===== src/spp_pkg.sv =====
/*
 sink power-path policy package: shared constants, encodings and carrier structs.
 assumes a single 40 MHz clock domain and synchronous active-high reset.
*/
`default_nettype none
package spp_pkg;
   // clock rate and i2c target constants
   localparam int CLK_HZ = 40_000_000;
   localparam logic [6:0] SPP_I2C_ADDR = 7'h08;
   localparam int I2C_MAX_BPS = 1_000_000;
   // fallback contract figures, millivolts and milliamps
   localparam logic [15:0] SPP_SAFE_MV = 16'h1388;
   localparam logic [15:0] SPP_SAFE_MA = 16'h0384;
   // discharge hold time in microseconds and derived cycles
   localparam int DISCH_US = 650;
   localparam int DISCH_CYC = (DISCH_US * (CLK_HZ / 1_000_000));
   // i2c command codes written in the first data byte
   localparam logic [7:0] CMD_REENABLE = 8'h01;
   localparam logic [7:0] CMD_CFG_BYTE = 8'h02;
   localparam logic [7:0] CMD_FW_BYTE = 8'h03;
   localparam logic [7:0] CMD_COMMIT = 8'h04;
   // request from the policy to the contract negotiator
   typedef struct packed {
      logic req;
      logic [15:0] min_mv;
      logic [15:0] max_mv;
      logic [15:0] ma;
   } spp_req_t;
   // result back from the negotiator
   typedef struct packed {
      logic done;
      logic ok;
      logic [15:0] mv;
   } spp_res_t;
   // byte delivered by the i2c target
   typedef struct packed {
      logic valid;
      logic first;
      logic [7:0] data;
   } spp_byte_t;
   // policy states, one-hot
   typedef enum logic [5:0] {
      ST_IDLE = 6'h01,
      ST_NEG = 6'h02,
      ST_MAIN = 6'h04,
      ST_SAFE_NEG = 6'h08,
      ST_SAFE = 6'h10,
      ST_FAULT = 6'h20
   } spp_state_t;
endpackage
`default_nettype wire


===== src/spp_i2c_target.sv =====
/*
 i2c target, 7-bit address, write path only: delivers received bytes.
 assumes scl/sda inputs already synchronous to sys_clk; open-drain pin as in/out/oe.
*/
`timescale 1ns/10ps
`default_nettype none
module spp_i2c_target #(
   parameter logic [6:0] ADDR = spp_pkg::SPP_I2C_ADDR
) (
   input wire logic sys_clk,
   input wire logic reset,
   input wire logic scl_in,
   input wire logic sda_in,
   output logic sda_out,
   output logic sda_oe,
   output spp_pkg::spp_byte_t rx_byte
);
   // all target state in one struct
   typedef struct packed {
      logic scl_d;
      logic sda_d;
      logic act;       // inside addressed transfer
      logic addr_ph;   // receiving address byte
      logic first;     // next data byte is first of transfer
      logic [3:0] bit_cnt;
      logic [7:0] shf;
      logic ack;       // driving ack low
      logic ack_pend;  // never set; ack is raised directly on the scl fall after the eighth bit
      logic [7:0] dat_r;
      logic val_r;
      logic fst_r;
   } spp_i2c_t;
   spp_i2c_t s_r, s_nxt;
   logic scl_rise, scl_fall, start_c, stop_c;
   // next-state logic; samples on scl rise, drives on scl fall
   always_comb begin
      s_nxt = s_r;
      s_nxt.scl_d = scl_in;
      s_nxt.sda_d = sda_in;
      s_nxt.val_r = 1'b0;
      scl_rise = scl_in & ~s_r.scl_d;
      scl_fall = ~scl_in & s_r.scl_d;
      start_c = scl_in & s_r.scl_d & s_r.sda_d & ~sda_in;
      stop_c = scl_in & s_r.scl_d & ~s_r.sda_d & sda_in;
      if (start_c) begin
         s_nxt.act = 1'b1;
         s_nxt.addr_ph = 1'b1;
         s_nxt.first = 1'b1;
         s_nxt.bit_cnt = 4'h0;
         s_nxt.ack = 1'b0;
      end else if (stop_c) begin
         s_nxt.act = 1'b0;
         s_nxt.ack = 1'b0;
      end else if (s_r.act && scl_rise && s_r.bit_cnt < 4'h8) begin
         s_nxt.shf = {s_r.shf[6:0], sda_in};
         s_nxt.bit_cnt = s_r.bit_cnt + 4'h1;
      end else if (s_r.act && scl_fall) begin
         if (s_r.bit_cnt == 4'h8 && !s_r.ack) begin
            if (s_r.addr_ph) begin
               if (s_r.shf[7:1] == ADDR && !s_r.shf[0]) begin
                  s_nxt.ack = 1'b1;
                  s_nxt.addr_ph = 1'b0;
               end else begin
                  s_nxt.act = 1'b0;  // not ours or a read: stay silent
               end
            end else begin
               s_nxt.ack = 1'b1;
               s_nxt.val_r = 1'b1;
               s_nxt.dat_r = s_r.shf;
               s_nxt.fst_r = s_r.first;
               s_nxt.first = 1'b0;
            end
         end else if (s_r.ack) begin
            // release after the ack clock
            s_nxt.ack = 1'b0;
            s_nxt.bit_cnt = 4'h0;
         end
      end
      if (reset) begin
         s_nxt = '0;
         s_nxt.scl_d = 1'b1;
         s_nxt.sda_d = 1'b1;
      end
   end
   // edge-sampled logic is rate agnostic up to 1 Mbps at 40 MHz
   always_ff @(posedge sys_clk) begin
      s_r <= s_nxt;
   end
   assign sda_out = 1'b0;
   assign sda_oe = s_r.ack;
   assign rx_byte = '{valid: s_r.val_r, first: s_r.fst_r, data: s_r.dat_r};
   // ack only after address match
   ack_match_a: assert property (@(posedge sys_clk) disable iff (reset)
      $rose(s_r.ack) && $past(s_r.addr_ph) |-> $past(s_r.shf[7:1]) == ADDR)
      else $error("ack given to a foreign address");
   // a header that is not our write address gets no ack
   foreign_nak_a: assert property (@(posedge sys_clk) disable iff (reset)
      s_r.act && s_r.addr_ph && scl_fall && s_r.bit_cnt == 4'h8 && s_r.shf != {ADDR, 1'b0}
      |=> !s_r.ack)
      else $error("ack given to a foreign header");
endmodule
`default_nettype wire


===== src/spp_policy.sv =====
/*
 sink power-path policy: main and fallback gates, detach discharge, fault pin,
 and host commands/config/firmware bytes via the i2c target.
 assumes an external contract negotiator, analog comparators already digital,
 and an external nonvolatile store that accepts byte writes with a ready.
*/
`timescale 1ns/10ps
`default_nettype none
module spp_policy #(
   parameter int DISCH_CYCLES = spp_pkg::DISCH_CYC
) (
   input wire logic sys_clk,
   input wire logic reset,
   input wire logic attached,             // sink sees a source
   input wire logic [15:0] min_voltage_select,  // decoded min level, mV
   input wire logic [15:0] max_voltage_select,  // decoded max level, mV
   input wire logic [15:0] req_current_ma,
   output spp_pkg::spp_req_t neg_req,
   input wire spp_pkg::spp_res_t neg_res,
   input wire logic ovp,
   input wire logic ocp,
   input wire logic otp,
   output logic main_sink_gate,
   output logic fallback_power_gate,
   output logic vbus_discharge,
   output logic fault,
   input wire logic scl_in,
   input wire logic sda_in,
   output logic sda_out,
   output logic sda_oe,
   output logic nv_cfg_we,                // one-cycle store of cfg byte
   output logic nv_fw_we,                 // one-cycle store of firmware byte
   output logic [7:0] nv_data,
   output logic nv_commit,
   input wire logic nv_ready              // store can take a byte
);
   // whole policy state in one struct
   typedef struct packed {
      spp_pkg::spp_state_t st;
      spp_pkg::spp_req_t req;
      logic [15:0] mv;
      logic shortfall;    // source could not meet request
      logic prot_latch;   // ocp/otp trip awaiting re-enable
      logic [31:0] dis_cnt;
      logic disch;
      logic att_d;
      logic [7:0] cmd;
      logic cfg_we;
      logic fw_we;
      logic [7:0] nvd;
      logic commit;
   } spp_pol_t;
   spp_pol_t s_r, s_nxt;
   spp_pkg::spp_byte_t rx;
   logic reenable;

   // i2c target for host commands
   spp_i2c_target #(
      .ADDR(spp_pkg::SPP_I2C_ADDR)
   ) u_i2c (
      .sys_clk(sys_clk),
      .reset(reset),
      .scl_in(scl_in),
      .sda_in(sda_in),
      .sda_out(sda_out),
      .sda_oe(sda_oe),
      .rx_byte(rx)
   );

   // next-state logic
   always_comb begin
      s_nxt = s_r;
      s_nxt.att_d = attached;
      s_nxt.req.req = 1'b0;
      s_nxt.cfg_we = 1'b0;
      s_nxt.fw_we = 1'b0;
      s_nxt.commit = 1'b0;
      reenable = 1'b0;
      // host byte decode: first byte is command, rest are payload
      if (rx.valid) begin
         if (rx.first) begin
            s_nxt.cmd = rx.data;
            reenable = (rx.data == spp_pkg::CMD_REENABLE);
            s_nxt.commit = (rx.data == spp_pkg::CMD_COMMIT);
         end else if (nv_ready) begin
            s_nxt.cfg_we = (s_r.cmd == spp_pkg::CMD_CFG_BYTE);
            s_nxt.fw_we = (s_r.cmd == spp_pkg::CMD_FW_BYTE);
            s_nxt.nvd = rx.data;
         end
      end
      // protection trip latches; trip wins over re-enable
      if (ocp || otp) begin
         s_nxt.prot_latch = 1'b1;
      end else if (reenable) begin
         s_nxt.prot_latch = 1'b0;
      end
      if (s_r.att_d && !attached) begin
         s_nxt.disch = 1'b1;
         s_nxt.dis_cnt = 32'(DISCH_CYCLES);
      end else if (s_r.disch) begin
         if (s_r.dis_cnt <= 32'h1 || attached) begin
            s_nxt.disch = 1'b0;
            s_nxt.dis_cnt = 32'h0;
         end else begin
            s_nxt.dis_cnt = s_r.dis_cnt - 32'h1;
         end
      end
      unique case (s_r.st)
         spp_pkg::ST_IDLE: begin
            s_nxt.shortfall = 1'b0;
            if (attached && !s_r.prot_latch) begin
               s_nxt.req.min_mv = min_voltage_select;
               s_nxt.req.max_mv = max_voltage_select;
               s_nxt.req.ma = req_current_ma;
               s_nxt.req.req = 1'b1;
               s_nxt.st = spp_pkg::ST_NEG;
            end
         end
         spp_pkg::ST_NEG: begin
            if (neg_res.done) begin
               if (neg_res.ok && neg_res.mv >= s_r.req.min_mv
                   && neg_res.mv <= s_r.req.max_mv) begin
                  s_nxt.mv = neg_res.mv;
                  s_nxt.st = spp_pkg::ST_MAIN;
               end else begin
                  // fall back to 5 V 900 mA
                  s_nxt.shortfall = 1'b1;
                  s_nxt.req = '{req: 1'b1, min_mv: spp_pkg::SPP_SAFE_MV,
                                max_mv: spp_pkg::SPP_SAFE_MV, ma: spp_pkg::SPP_SAFE_MA};
                  s_nxt.st = spp_pkg::ST_SAFE_NEG;
               end
            end
         end
         spp_pkg::ST_SAFE_NEG: begin
            if (neg_res.done) begin
               s_nxt.mv = neg_res.mv;
               s_nxt.st = spp_pkg::ST_SAFE;
            end
         end
         spp_pkg::ST_MAIN, spp_pkg::ST_SAFE: begin
            // a held contract just waits for detach or trip
         end
         spp_pkg::ST_FAULT: begin
            if (!s_r.prot_latch) begin
               s_nxt.st = spp_pkg::ST_IDLE;
            end
         end
         default: begin
            s_nxt.st = spp_pkg::ST_IDLE;
         end
      endcase
      // trip and detach override whatever state was chosen
      if (ocp || otp || s_r.prot_latch) begin
         s_nxt.st = spp_pkg::ST_FAULT;
      end else if (!attached) begin
         s_nxt.st = spp_pkg::ST_IDLE;
      end
      if (reset) begin
         s_nxt = '0;
         s_nxt.st = spp_pkg::ST_IDLE;
      end
   end

   // single register for all state
   always_ff @(posedge sys_clk) begin
      s_r <= s_nxt;
   end

   // main gate only in accepted contract
   assign main_sink_gate = (s_r.st == spp_pkg::ST_MAIN);
   // fallback gate on after failed contract
   assign fallback_power_gate = (s_r.st == spp_pkg::ST_SAFE);
   assign vbus_discharge = s_r.disch;
   assign fault = s_r.shortfall | s_r.prot_latch | ovp;
   assign neg_req = s_r.req;
   assign nv_cfg_we = s_r.cfg_we;
   assign nv_fw_we = s_r.fw_we;
   assign nv_data = s_r.nvd;
   assign nv_commit = s_r.commit;

   // gates never on together
   gates_exclusive_a: assert property (@(posedge sys_clk) disable iff (reset)
      !(main_sink_gate && fallback_power_gate))
      else $error("both gates on");
   // main gate needs in-window voltage
   main_window_a: assert property (@(posedge sys_clk) disable iff (reset)
      $rose(main_sink_gate) |-> s_r.mv >= s_r.req.min_mv && s_r.mv <= s_r.req.max_mv)
      else $error("main gate outside voltage window");
   // failed contract leads to safe request
   safe_request_a: assert property (@(posedge sys_clk) disable iff (reset)
      s_r.st == spp_pkg::ST_NEG && neg_res.done && !neg_res.ok && attached
      && !ocp && !otp |=> s_r.req.min_mv == 16'h1388 && s_r.req.ma == 16'h0384)
      else $error("fallback request not 5 V 900 mA");
   // fallback gate follows safe contract
   fallback_on_a: assert property (@(posedge sys_clk) disable iff (reset)
      s_r.st == spp_pkg::ST_SAFE_NEG && neg_res.done && attached && !ocp && !otp
      && !s_r.prot_latch |=> fallback_power_gate)
      else $error("fallback gate not enabled");
   // request samples select inputs
   min_sample_a: assert property (@(posedge sys_clk) disable iff (reset)
      $rose(s_r.req.req) && s_r.st == spp_pkg::ST_NEG
      |-> s_r.req.min_mv == $past(min_voltage_select))
      else $error("min voltage not taken from select");
   max_sample_a: assert property (@(posedge sys_clk) disable iff (reset)
      $rose(s_r.req.req) && s_r.st == spp_pkg::ST_NEG
      |-> s_r.req.max_mv == $past(max_voltage_select))
      else $error("max voltage not taken from select");
   // detach starts discharge next cycle
   detach_disch_a: assert property (@(posedge sys_clk) disable iff (reset)
      s_r.att_d && !attached |=> vbus_discharge)
      else $error("no discharge on detach");
   // either trip shuts gates and raises fault
   trip_off_a: assert property (@(posedge sys_clk) disable iff (reset)
      ocp || otp |=> !main_sink_gate && !fallback_power_gate && fault)
      else $error("path not off after trip");
   // a good contract with no overvoltage keeps the fault pin low
   fault_low_a: assert property (@(posedge sys_clk) disable iff (reset)
      main_sink_gate && !ovp |-> !fault)
      else $error("fault high in a good contract");
   // config byte written only with store ready
   cfg_write_a: assert property (@(posedge sys_clk) disable iff (reset)
      nv_cfg_we |-> $past(nv_ready) && $past(rx.valid))
      else $error("config write without ready byte");
endmodule
`default_nettype wire


===== config.mk =====
export PLATFORM = sky130hd
export DESIGN_NAME = spp_policy
export DESIGN_NICKNAME = d
export VERILOG_FILES = /design/src/spp_pkg.sv /design/src/spp_i2c_target.sv /design/src/spp_policy.sv
export SDC_FILE = /design/constraint.sdc
export NUM_CORES = 1
export LEC_CHECK = 0
export ABC_AREA = 1
export BUFFER_PORTS_ARGS = -buffer_cell sky130_fd_sc_hd__buf_2
export CAP_MARGIN = 5
export CORE_UTILIZATION = 30
export DETAILED_ROUTE_END_ITERATION = 12
export GPL_TIMING_DRIVEN = 0
export PLACE_DENSITY = 0.58
export SYNTH_ARGS = -nofsm -noshare
export SYNTH_HDL_FRONTEND = slang
export SYNTH_SLANG_ARGS = --single-unit

===== constraint.sdc =====
create_clock -name sys_clk -period 2.25 [get_ports sys_clk]
set_input_delay 0.3375 -clock sys_clk [delete_from_list [all_inputs] [get_ports sys_clk]]
set_output_delay 0.3375 -clock sys_clk [all_outputs]
set_load 0.03 [all_outputs]

==> results of run 1 <==
## metrics by stage
stage / total power [mW] / setup TNS (ps) / area [um2] / std cells
CTS: 6.59 / 0 / 9110 / 1531
floorplan: 3.29 / 0 / 7380 / 1037
global route: 6.82 / -96.6 / 9210 / 1533
finish: 6.54 / 0 / 9210 / 1533
detailed placement: 3.56 / -710 / 8480 / 1499
global placement: 3.55 / -356 / 8480 / 1499
## worst paths after layout
path	start	endpoint	slack, ps	cells past startpoint
max	neg_req[35]$_SDFFE_PP0P_	neg_req[23]$_SDFFE_PP0P_	160	14
min	scl_in	u_i2c.s_r[28]$_SDFF_PP1_	140	3
max reg2reg	neg_req[35]$_SDFFE_PP0P_	neg_req[23]$_SDFFE_PP0P_	160	14
min reg2reg	s_r[11]$_SDFFE_PP0P_	nv_cfg_we$_SDFF_PP0_	410	1
## cell families after synthesis
group	Yosys count	synth area share [%]
compound gates	169	12.3
xor+xnor	13	1.54
fa+ha+maj	36	6.10
buf+inv	223	14.8
flops	138	37.4
other cells	1	0.0508
simple gates	457	27.8
## routing by layer
layer	wire length, um	share of wire (%)	up-vias
met5	0	0	-
met4	219	1.1	0
met3	1060	5.4	17
met2	9250	47	205
met1	9200	47	3161
li1	-	-	3606
## power by group through the flow
stage | Sequential [mW] | Clock [mW] | Combinational [mW]
detailed placement | 2.62 | 0 | 0.947
global route | 2.57 | 3.17 | 1.08
CTS | 2.56 | 3.08 | 0.952
global placement | 2.61 | 0 | 0.937
floorplan | 2.60 | 0 | 0.693
finish | 2.56 | 3.02 | 0.959
## synthesized netlist by cell type (5+ instances only)
| master | n | area (um2) |
|---|---|---|
| o21ai_0 | 53 | 265 |
| nor3_1 | 7 | 35.0 |
| inv_2 | 5 | 18.8 |
| clkbuf_1 | 15 | 56.3 |
| o21ai_1 | 5 | 25.0 |
| xor2_1 | 9 | 78.8 |
| a21oi_1 | 88 | 440 |
| inv_1 | 123 | 462 |
| buf_1 | 7 | 26.3 |
| nand3_1 | 67 | 335 |
| nor4_1 | 8 | 50.1 |
| a31oi_1 | 6 | 37.5 |
| dfxtp_1 | 138 | 2760 |
| nor2_1 | 145 | 544 |
| nand2_1 | 187 | 702 |
| ha_1 | 36 | 450 |
| nand4_1 | 11 | 68.8 |
| nor2_4 | 7 | 78.8 |
| buf_2 | 8 | 40.0 |
| buf_4 | 61 | 458 |
## timing repair
action / CTS / global route
setup endpoints to repair: 23 / 50
hold buffers: 0 / 0
gates resized for setup: 2 / 31
pin swaps: 0 / 3
setup buffers: 0 / 2
## layout make-up
type                    instances  share of cell area [%]
plain buffers                  94                    7.15
clock buffers                  19                    4.92
clock inverters                13                    1.93
inverters                     129                    5.26
multi-input cells             676                    38.6
flip-flops and latches        138                    30.1
well taps                     324                    4.40
repair buffers                140                    7.66
## layout by cell type, fill, tap and decap left out, types with 7 or more instances in the layout
cell type  synthesis  layout
a21oi_1           88      86
buf_1              7       7
buf_2              8     140
buf_4             61      63
clkbuf_1          15      15
clkbuf_16          0      17
dfxtp_1          138     134
ha_1              36      36
inv_1            123     122
nand2_1          187     185
nand3_1           67      67
nand4_1           11      11
nor2_1           145     144
nor2_4             7       7
nor3_1             7       7
nor4_1             8       8
o21ai_0           53      53
xor2_1             9       9
## worst register-to-register path, stage by stage (launching register included)
cell and delay, ps:
dfxtp_1 400, inv_1 60, ha_1 310, nand4_1 100, nor2_1 120, nor2_1 40
nand2_1 80, nand2_1 70, a21oi_2 180, nand2_2 110, nand2_8 120, nand2_4 90
buf_8 160, nor2_1 100, nor2_1 50
## flip-flops by register name, summed over array words and instances (netlist names)
name,cells
u_i2c.s_r,17
nv_cfg_we,1
u_i2c.rx_byte,10
vbus_discharge,1
neg_req,49
s_r,49
nv_data,8
nv_fw_we,1
nv_commit,1
u_i2c.sda_oe,1
==> impl_metrics.ini, run 1 <==
[run_status]
status = finished clean

[global_route]
grt.total_usage_pct = 15.7
use_met2_pct = 26.2
grtUsageMet1_pct = 20.1
grt_max_degree = 17
gr-total-overflow = 0
antenna_found_initial = 0
grt_pass1_wl_um = 31900
globalRoute.busiestLayer = met2
grt_pass1_vias = 6438
grt_use_met3_pct = 3.37

[synthesis]
synth_flop_cell = dfxtp_1
ys_warn_count = 0
yosysUniqueCellTypes = 49
yosys_register_bits = 138
syn_inst = 1037
synth_area_um2 = 7380
synth_edf_count = 0
syn_nets = 1148
yosysSeqAreaShare_pct = 37.4
postSynthAreaPerCell_um2 = 7.12
synthArstFlopShare_pct = 0

[detailed_routing]
drcViolationCount = 0
drt_iter0_drc = 412
wl_per_cell_um = 12.9
vias = 6989
drt_wl_total_um = 19700
via_per_inst = 4.56
firstDrtPassIters = 7
ant_nets = 0

[clocking]
cts_tree = built
root_buffer = clkbuf_16
clkSinkCount = 138
cts_buffers = 17
clockBufferDepth = 2
htree_levels = 4
insertion_delay_ps = 430
clkSlewWorstSetupHoldPaths_ps = 70

[finish]
final_util_pct = 38.0
multi_input_area_um2 = 3560
area_growth_pct = 24.8
seq_area_um2 = 2770
drive_gt1_share_pct = 24.0
diodes = 0
nets = 1307
n_fill_cell = 2560

[power]
vdd_drop_max_mv = 0.480
switching_power_mw = 1.83
power_frac_seq_pct = 39.2
power_frac_comb_pct = 14.7
power_density_nw_per_um2 = 710
switching_share_pct = 28.0
clkPwrFrac_pct = 46.2
cell_internal_pwr_mw = 4.71
leakage_nw = 4.31

[timing]
max_freq_mhz = 479
drv_slew = 0
tightest_slew_ps = 758
fin_ws_ps = 163
maxSlewHeadroom_pct = 49.5
finClkSkew_ps = 11.3
setup_violations = 0
hold_viol_final = 0
hold_slack_ps = 139
fin_crit_sh_pct = 92.8
post-route-min-period_ps = 2090

[floorplan]
dieHeight_um = 159
rows = 57
core_area_um2 = 24200
die_x_um = 159
floorplan.die_area_um2 = 25200
io_pins = 141
start_util_pct = 30.4

[worst_setup_path]
crit_arrival_ps = 2410
crit_slowest_cell = dfxtp_1
path_max_fanout = 10
critPathMaxStageDelay_ps = 400
cp_common_cell = nor2_1
cp-end-kind = register
start_kind = register
worst-setup-path-type = reg -> reg
cp_num_buf_inv = 2
required_ps = 2570
crit_chain = inv_1, ha_1, nand4_1, nor2_1, nor2_1, nand2_1, nand2_1, a21oi_2, nand2_2, nand2_8, nand2_4, buf_8, nor2_1, nor2_1
crit_family = simple AND/OR/NAND/NOR gates

[placement]
gp_congestion = 0.843
portBuffers = 138
dpl_worst_slack_ps = -71.6
dpl.hpwl_um = 15200

[flow_run]
max-cap-violations = 0

[hold_path]
hp-class = in -> reg
(Power assumes the default switching activity.)
==> run 2, diff against run 1 <==
--- a/config.mk
+++ b/config.mk
@@ -11,7 +11,8 @@
 export CORE_UTILIZATION = 30
 export DETAILED_ROUTE_END_ITERATION = 12
 export GPL_TIMING_DRIVEN = 0
-export PLACE_DENSITY = 0.58
+export PLACE_DENSITY = 0.57
 export SYNTH_ARGS = -nofsm -noshare
 export SYNTH_HDL_FRONTEND = slang
+export SYNTH_HIERARCHICAL = 1
 export SYNTH_SLANG_ARGS = --single-unit
==> run 2 against run 1 <==
Effect of this change:
- combinational power down 0.7%
- clock skew fell by 3.4 ps
- count of clock-buffer cells in the layout rose by 2
- setup slack better by 6.0 ps
==> impl_metrics.ini, run 2 <==
[run_status]
status = finished clean

[power]
switching_power_mw = 1.73
power_frac_seq_pct = 39.6
clkPwrFrac_pct = 45.8
vdd_drop_max_mv = 0.335
power_density_nw_per_um2 = 694
leakage_nw = 4.47
power_mw = 6.48
cell_internal_pwr_mw = 4.75
switching_share_pct = 26.7
power_frac_comb_pct = 14.7

[synthesis]
yosysMostFrequentCell = nand2_1
synth_area_um2 = 7600
synth_flop_cell = dfxtp_1
synth_edf_count = 0
syn_inst = 1079
yosysSeqAreaShare_pct = 36.3
postSynthAreaPerCell_um2 = 7.05
synthTopCellsByCount = nand2_1, inv_1, dfxtp_1
synth_top_area_share_pct = 36.3
synth_top_area_cell = dfxtp_1
syn_nets = 1190
synth_area_leaders = dfxtp_1, nand2_1, buf_4
yosys_register_bits = 138
synthArstFlopShare_pct = 0
yosysUniqueCellTypes = 41
ys_warn_count = 6

[timing]
maxSlewHeadroom_pct = 58.9
fin_crit_sh_pct = 92.5
setup_violations = 0
post-route-min-period_ps = 2080
hold_viol_final = 0
hold_slack_ps = 155
rsz0062_at_grt = yes
tightest_slew_ps = 617
finClkSkew_ps = 7.88
setup_tns_ps = 0
max_freq_mhz = 480
drv_slew = 0

[finish]
drive_gt1_share_pct = 24.1
final_cell_area_um2 = 9350
area_growth_pct = 22.9
layout_common_cells = nand2_1, inv_1, buf_2, dfxtp_1, nor2_1
diodes = 0
nets = 1349
final_util_pct = 38.0
n_fill_cell = 2610
final_common_cell = nand2_1

[worst_setup_path]
cp_common_cell = nand2_1
crit_arrival_ps = 2390
cp-end-kind = register
required_ps = 2560
crit_slowest_cell = dfxtp_1
worst-setup-path-type = reg -> reg
crit_chain = inv_1, ha_1, a21oi_1, o21a_1, nand2_1, nand2_1, nand2_1, nand2_1, nand2_1, nand2_4, buf_4, nand3_1, nand2_1, nor2_1
critPathMaxStageDelay_ps = 360
path_max_fanout = 10
start_kind = register

[clocking]
cts_tree = built
clkSlewWorstSetupHoldPaths_ps = 60
htree_levels = 4
root_buffer = clkbuf_16
insertion_delay_ps = 420
clockBufferDepth = 2
clkSinkCount = 138
cts_buffers = 17

[placement]
gp_congestion = 0.829
portBuffers = 139
place_area_um2 = 8710
dpl.hpwl_um = 15700

[global_route]
grt_use_met3_pct = 3.44
grt_max_degree = 17
grtUsageMet1_pct = 20.1
grt_pass1_wl_um = 32600
antenna_found_initial = 0
grt_pass1_vias = 6582
use_met2_pct = 27.0
globalRoute.busiestLayer = met2
grt.total_usage_pct = 15.7
gr-total-overflow = 0

[floorplan]
die_x_um = 161
core_area_um2 = 24600
rows = 57
start_util_pct = 30.9
dieHeight_um = 161
io_pins = 141
floorplan.die_area_um2 = 26000

[detailed_routing]
vias = 6990
drt_iter0_drc = 391
drcViolationCount = 0
drt_wl_total_um = 20400
firstDrtPassIters = 5
wl_per_cell_um = 12.9
via_per_inst = 4.44
ant_nets = 0

[flow_run]
max-cap-violations = 0

[hold_path]
hp-class = in -> reg
-- run 2: cell count changes after synthesis, moves of 6 or more --
cell     change
nand3_1     +16
a21oi_1     +20
inv_1       +20
nand2_1     +16
nand3_2      +6
buf_4       +15
nor2_1      -25
-- run 2: layer usage --
layer	routed length [um]	share of wire, %	vias to the layer above
li1	-	-	3690
met4	149	0.73	0
met3	944	4.6	14
met2	9660	47	145
met5	0	0	-
met1	9600	47	3141
-- run 2: timing repair --
item / in CTS / in global routing
endpoints found under the hold margin: 0 / 0
resized for setup: 0 / 6
setup endpoints to repair: 0 / 47
buffers inserted: 0 / 1
hold buffers: 0 / 0
-- run 2: cell families after synthesis --
logic type / after synthesis / share of synthesized area [%]
and+or+nand+nor: 470 / 28.2
buffers and inverters: 253 / 16.7
AOI/OAI and AO/OA: 171 / 11.7
DFF: 138 / 36.3
adders and majority gates: 36 / 5.92
xor gates and xnor gates: 10 / 1.15
other: 1 / 0.0493
-- run 2: worst max-delay path: cells and delay by family, from the launching register on --
family                   cells  cell delay [ps]
adder cells (fa/ha/maj)      1              300
buffers and inverters        2              260
AND/OR/NAND/NOR              9              700
AO/OA/AOI/OAI                2              370
flip-flops                   1              360
-- run 2: path summary, 6_finish.rpt --
check | start | end | slack, ps | depth (start not counted)
max | neg_req[21]$_SDFFE_PP0P_ | neg_req[28]$_SDFFE_PP0P_ | 170 | 14
min | sda_in | u_i2c/s_r[27]$_SDFF_PP1_ | 160 | 3
max reg2reg | neg_req[21]$_SDFFE_PP0P_ | neg_req[28]$_SDFFE_PP0P_ | 170 | 14
min reg2reg | s_r[11]$_SDFFE_PP0P_ | nv_cfg_we$_SDFF_PP0_ | 410 | 1
-- run 2: layout make-up --
cell class	count	area, um2	share of cell area [%]
clock buffer	21	450	4.82
multi-input combinational	688	3580	38.3
sequential	138	2770	29.6
inverter	152	571	6.10
clock inverter	11	168	1.79
buffer	101	706	7.55
timing repair buffer	140	703	7.52
tap	324	405	4.34
-- run 2: per-stage QoR --
| step | std cells | setup slack [ps] |
|---|---|---|
| final | 1575 | 169 |
| after detailed placement | 1542 | 15.3 |
| after CTS | 1574 | 20.3 |
| after global placement | 1542 | 27.5 |
| after global routing | 1575 | -29.3 |
| after floorplan | 1079 | 433 |
-- run 2: power groups by stage --
stage                     registers [mW]  logic, mW  clock network [mW]
after floorplan                     2.60      0.692                   0
after global routing                2.57       1.07                3.14
final                               2.56      0.952                2.97
after global placement              2.62      0.942                   0
after CTS                           2.56      0.958                3.03
after detailed placement            2.62      0.953                   0
==> run 3, diff against run 2 <==
==> constraint.sdc (replaced) <==
create_clock -name sys_clk -period 2.25 [get_ports sys_clk]
set_input_delay 0 -clock sys_clk [delete_from_list [all_inputs] [get_ports sys_clk]]
set_output_delay 0 -clock sys_clk [all_outputs]
set_load 0.03 [all_outputs]
==> run 3 against run 2 <==
Effect of this change:
- register-to-register slack is essentially flat
- highest routed layer unchanged
- setup slack better by 0.96 ps
- largest power group unchanged
- worst hold slack got worse by 150 ps
- wire length grew 2.3%
- critical path type unchanged
- largest cell class unchanged
- sequential power is essentially flat
- final cell count rose by 3.5%
- maximum frequency about the same
==> impl_metrics.ini, run 3 (synthesis results as in run 2) <==
[run_status]
status = finished clean

[timing]
setup_violations = 0
maxSlewHeadroom_pct = 58.9
fin_crit_sh_pct = 92.5
max_freq_mhz = 481
tightest_slew_ps = 617
drv_slew = 0
hold_viol_final = 0
rsz0062_at_grt = yes
fin_ws_ps = 170
post-route-min-period_ps = 2080
hold_slack_ps = 7.17
finClkSkew_ps = 8.64

[finish]
final_cell_count_no_fill = 1630
area_growth_pct = 30.2
layout_common_cells = nand2_1, inv_1, buf_2, dfxtp_1, nor2_1
nets = 1404
diodes = 0
drive_gt1_share_pct = 23.0
final_common_cell = nand2_1

[worst_setup_path]
cp_common_cell = nand2_1
r2r-end = neg_req[28]$_SDFFE_PP0P_
cp-end-kind = register
crit_family = simple AND/OR/NAND/NOR gates
critPathMaxStageDelay_ps = 360
crit_end = neg_req[28]$_SDFFE_PP0P_
rr_startpoint = neg_req[21]$_SDFFE_PP0P_
rrSetupSlack_ps = 170
start_kind = register
r2r_cells = 14
required_ps = 2560
crit_cells = 14
path_max_fanout = 10
worst-setup-path-type = reg -> reg
crit_slowest_cell = dfxtp_1
crit_arrival_ps = 2390
crit_chain = inv_1, ha_1, a21oi_1, o21a_1, nand2_1, nand2_1, nand2_1, nand2_1, nand2_1, nand2_4, buf_4, nand3_1, nand2_1, nor2_1
startpoint = neg_req[21]$_SDFFE_PP0P_
cp_num_buf_inv = 2

[clocking]
insertion_delay_ps = 420
cts_tree = built
clkSlewWorstSetupHoldPaths_ps = 60
clkSinkCount = 138
clockBufferDepth = 2
root_buffer = clkbuf_16
cts_buffers = 17
htree_levels = 4

[hold_path]
whs_path_depth = 5
hp-class = in -> reg

[power]
power_frac_seq_pct = 39.1
switching_share_pct = 26.6
power_frac_comb_pct = 15.7
clkPwrFrac_pct = 45.2
switching_power_mw = 1.74
power_mw = 6.56
vdd_drop_max_mv = 0.337
leakage_nw = 4.70
cell_internal_pwr_mw = 4.82
power_density_nw_per_um2 = 662

[placement]
dpl.hpwl_um = 15700
gp_congestion = 0.829
dpl_worst_slack_ps = 39.0
numPlacedInstances = 1542
portBuffers = 139

[global_route]
grt.total_usage_pct = 16.1
grtUsageMet1_pct = 20.3
grt_use_met3_pct = 3.29
gr-total-overflow = 0
grt_pass1_wl_um = 33400
grt_pass1_vias = 6810
use_met2_pct = 27.9
globalRoute.busiestLayer = met2
antenna_found_initial = 0
grt_max_degree = 17

[detailed_routing]
drt_iter0_drc = 413
drcViolationCount = 0
vias = 7191
drt_wl_total_um = 20800
ant_nets = 0
wl_per_cell_um = 12.8
via_per_inst = 4.41
firstDrtPassIters = 4

[floorplan]
io_pins = 141
start_util_pct = 30.9
die_x_um = 161
floorplan.die_area_um2 = 26000
dieHeight_um = 161
core_area_um2 = 24600
rows = 57

[flow_run]
max-cap-violations = 0
[run 3: what timing repair did]
action,CTS,global route
setup endpoints to repair,0,47
gates resized for setup,0,6
hold buffers,55,0
hold endpoints to repair,57,0
buffers inserted,0,1
[run 3: area by class of cell]
class	count	area (um2)
fillers	2539	14700
plain buffers	101	706
repair buffers	195	1250
clock buffers	21	450
well taps	324	405
inverters	152	571
multi-input cells	688	3580
flip-flops and latches	138	2770
clock inverters	11	168
[run 3: stage by stage]
stage	instance area [um2]	utilization [%]	setup TNS, ps
2_1_floorplan	7600	-	0
3_3_place_gp	8710	35.4	0
3_5_place_dp	8710	35.4	0
4_1_cts	9870	40.1	0
5_1_grt	9900	40.2	-123
6_report	9900	40.2	0
[run 3: worst min-delay path, stage by stage]
cell and delay (ps):
buf_2 80, nor2_1 30, inv_1 80, nor2_1 100, nor2_1 90
[run 3: worst min path at each step]
stage	start	endpoint
3_5_place_dp	sda_in	u_i2c/s_r[27]$_SDFF_PP1_
4_1_cts	ocp	s_r[125]$_SDFFE_PP0P_
2_1_floorplan	reset	u_i2c/s_r[26]$_SDFFE_PP0P_
5_1_grt	ocp	s_r[125]$_SDFFE_PP0P_
6_report	ocp	s_r[125]$_SDFFE_PP0P_
3_3_place_gp	sda_in	u_i2c/s_r[27]$_SDFF_PP1_
[run 3: per-layer routing]
metal	vias up	part of all wire, %
met5	-	0
met4	0	0.84
met3	17	4.4
met2	156	48
met1	3217	47
li1	3801	-
[run 3: power groups by stage]
stage / Combinational, mW / Clock (mW) / Sequential (mW)
global route: 1.15 / 3.14 / 2.57
CTS: 1.03 / 3.03 / 2.56
global placement: 0.942 / 0 / 2.62
detailed placement: 0.953 / 0 / 2.62
finish: 1.03 / 2.96 / 2.56
floorplan: 0.692 / 0 / 2.60
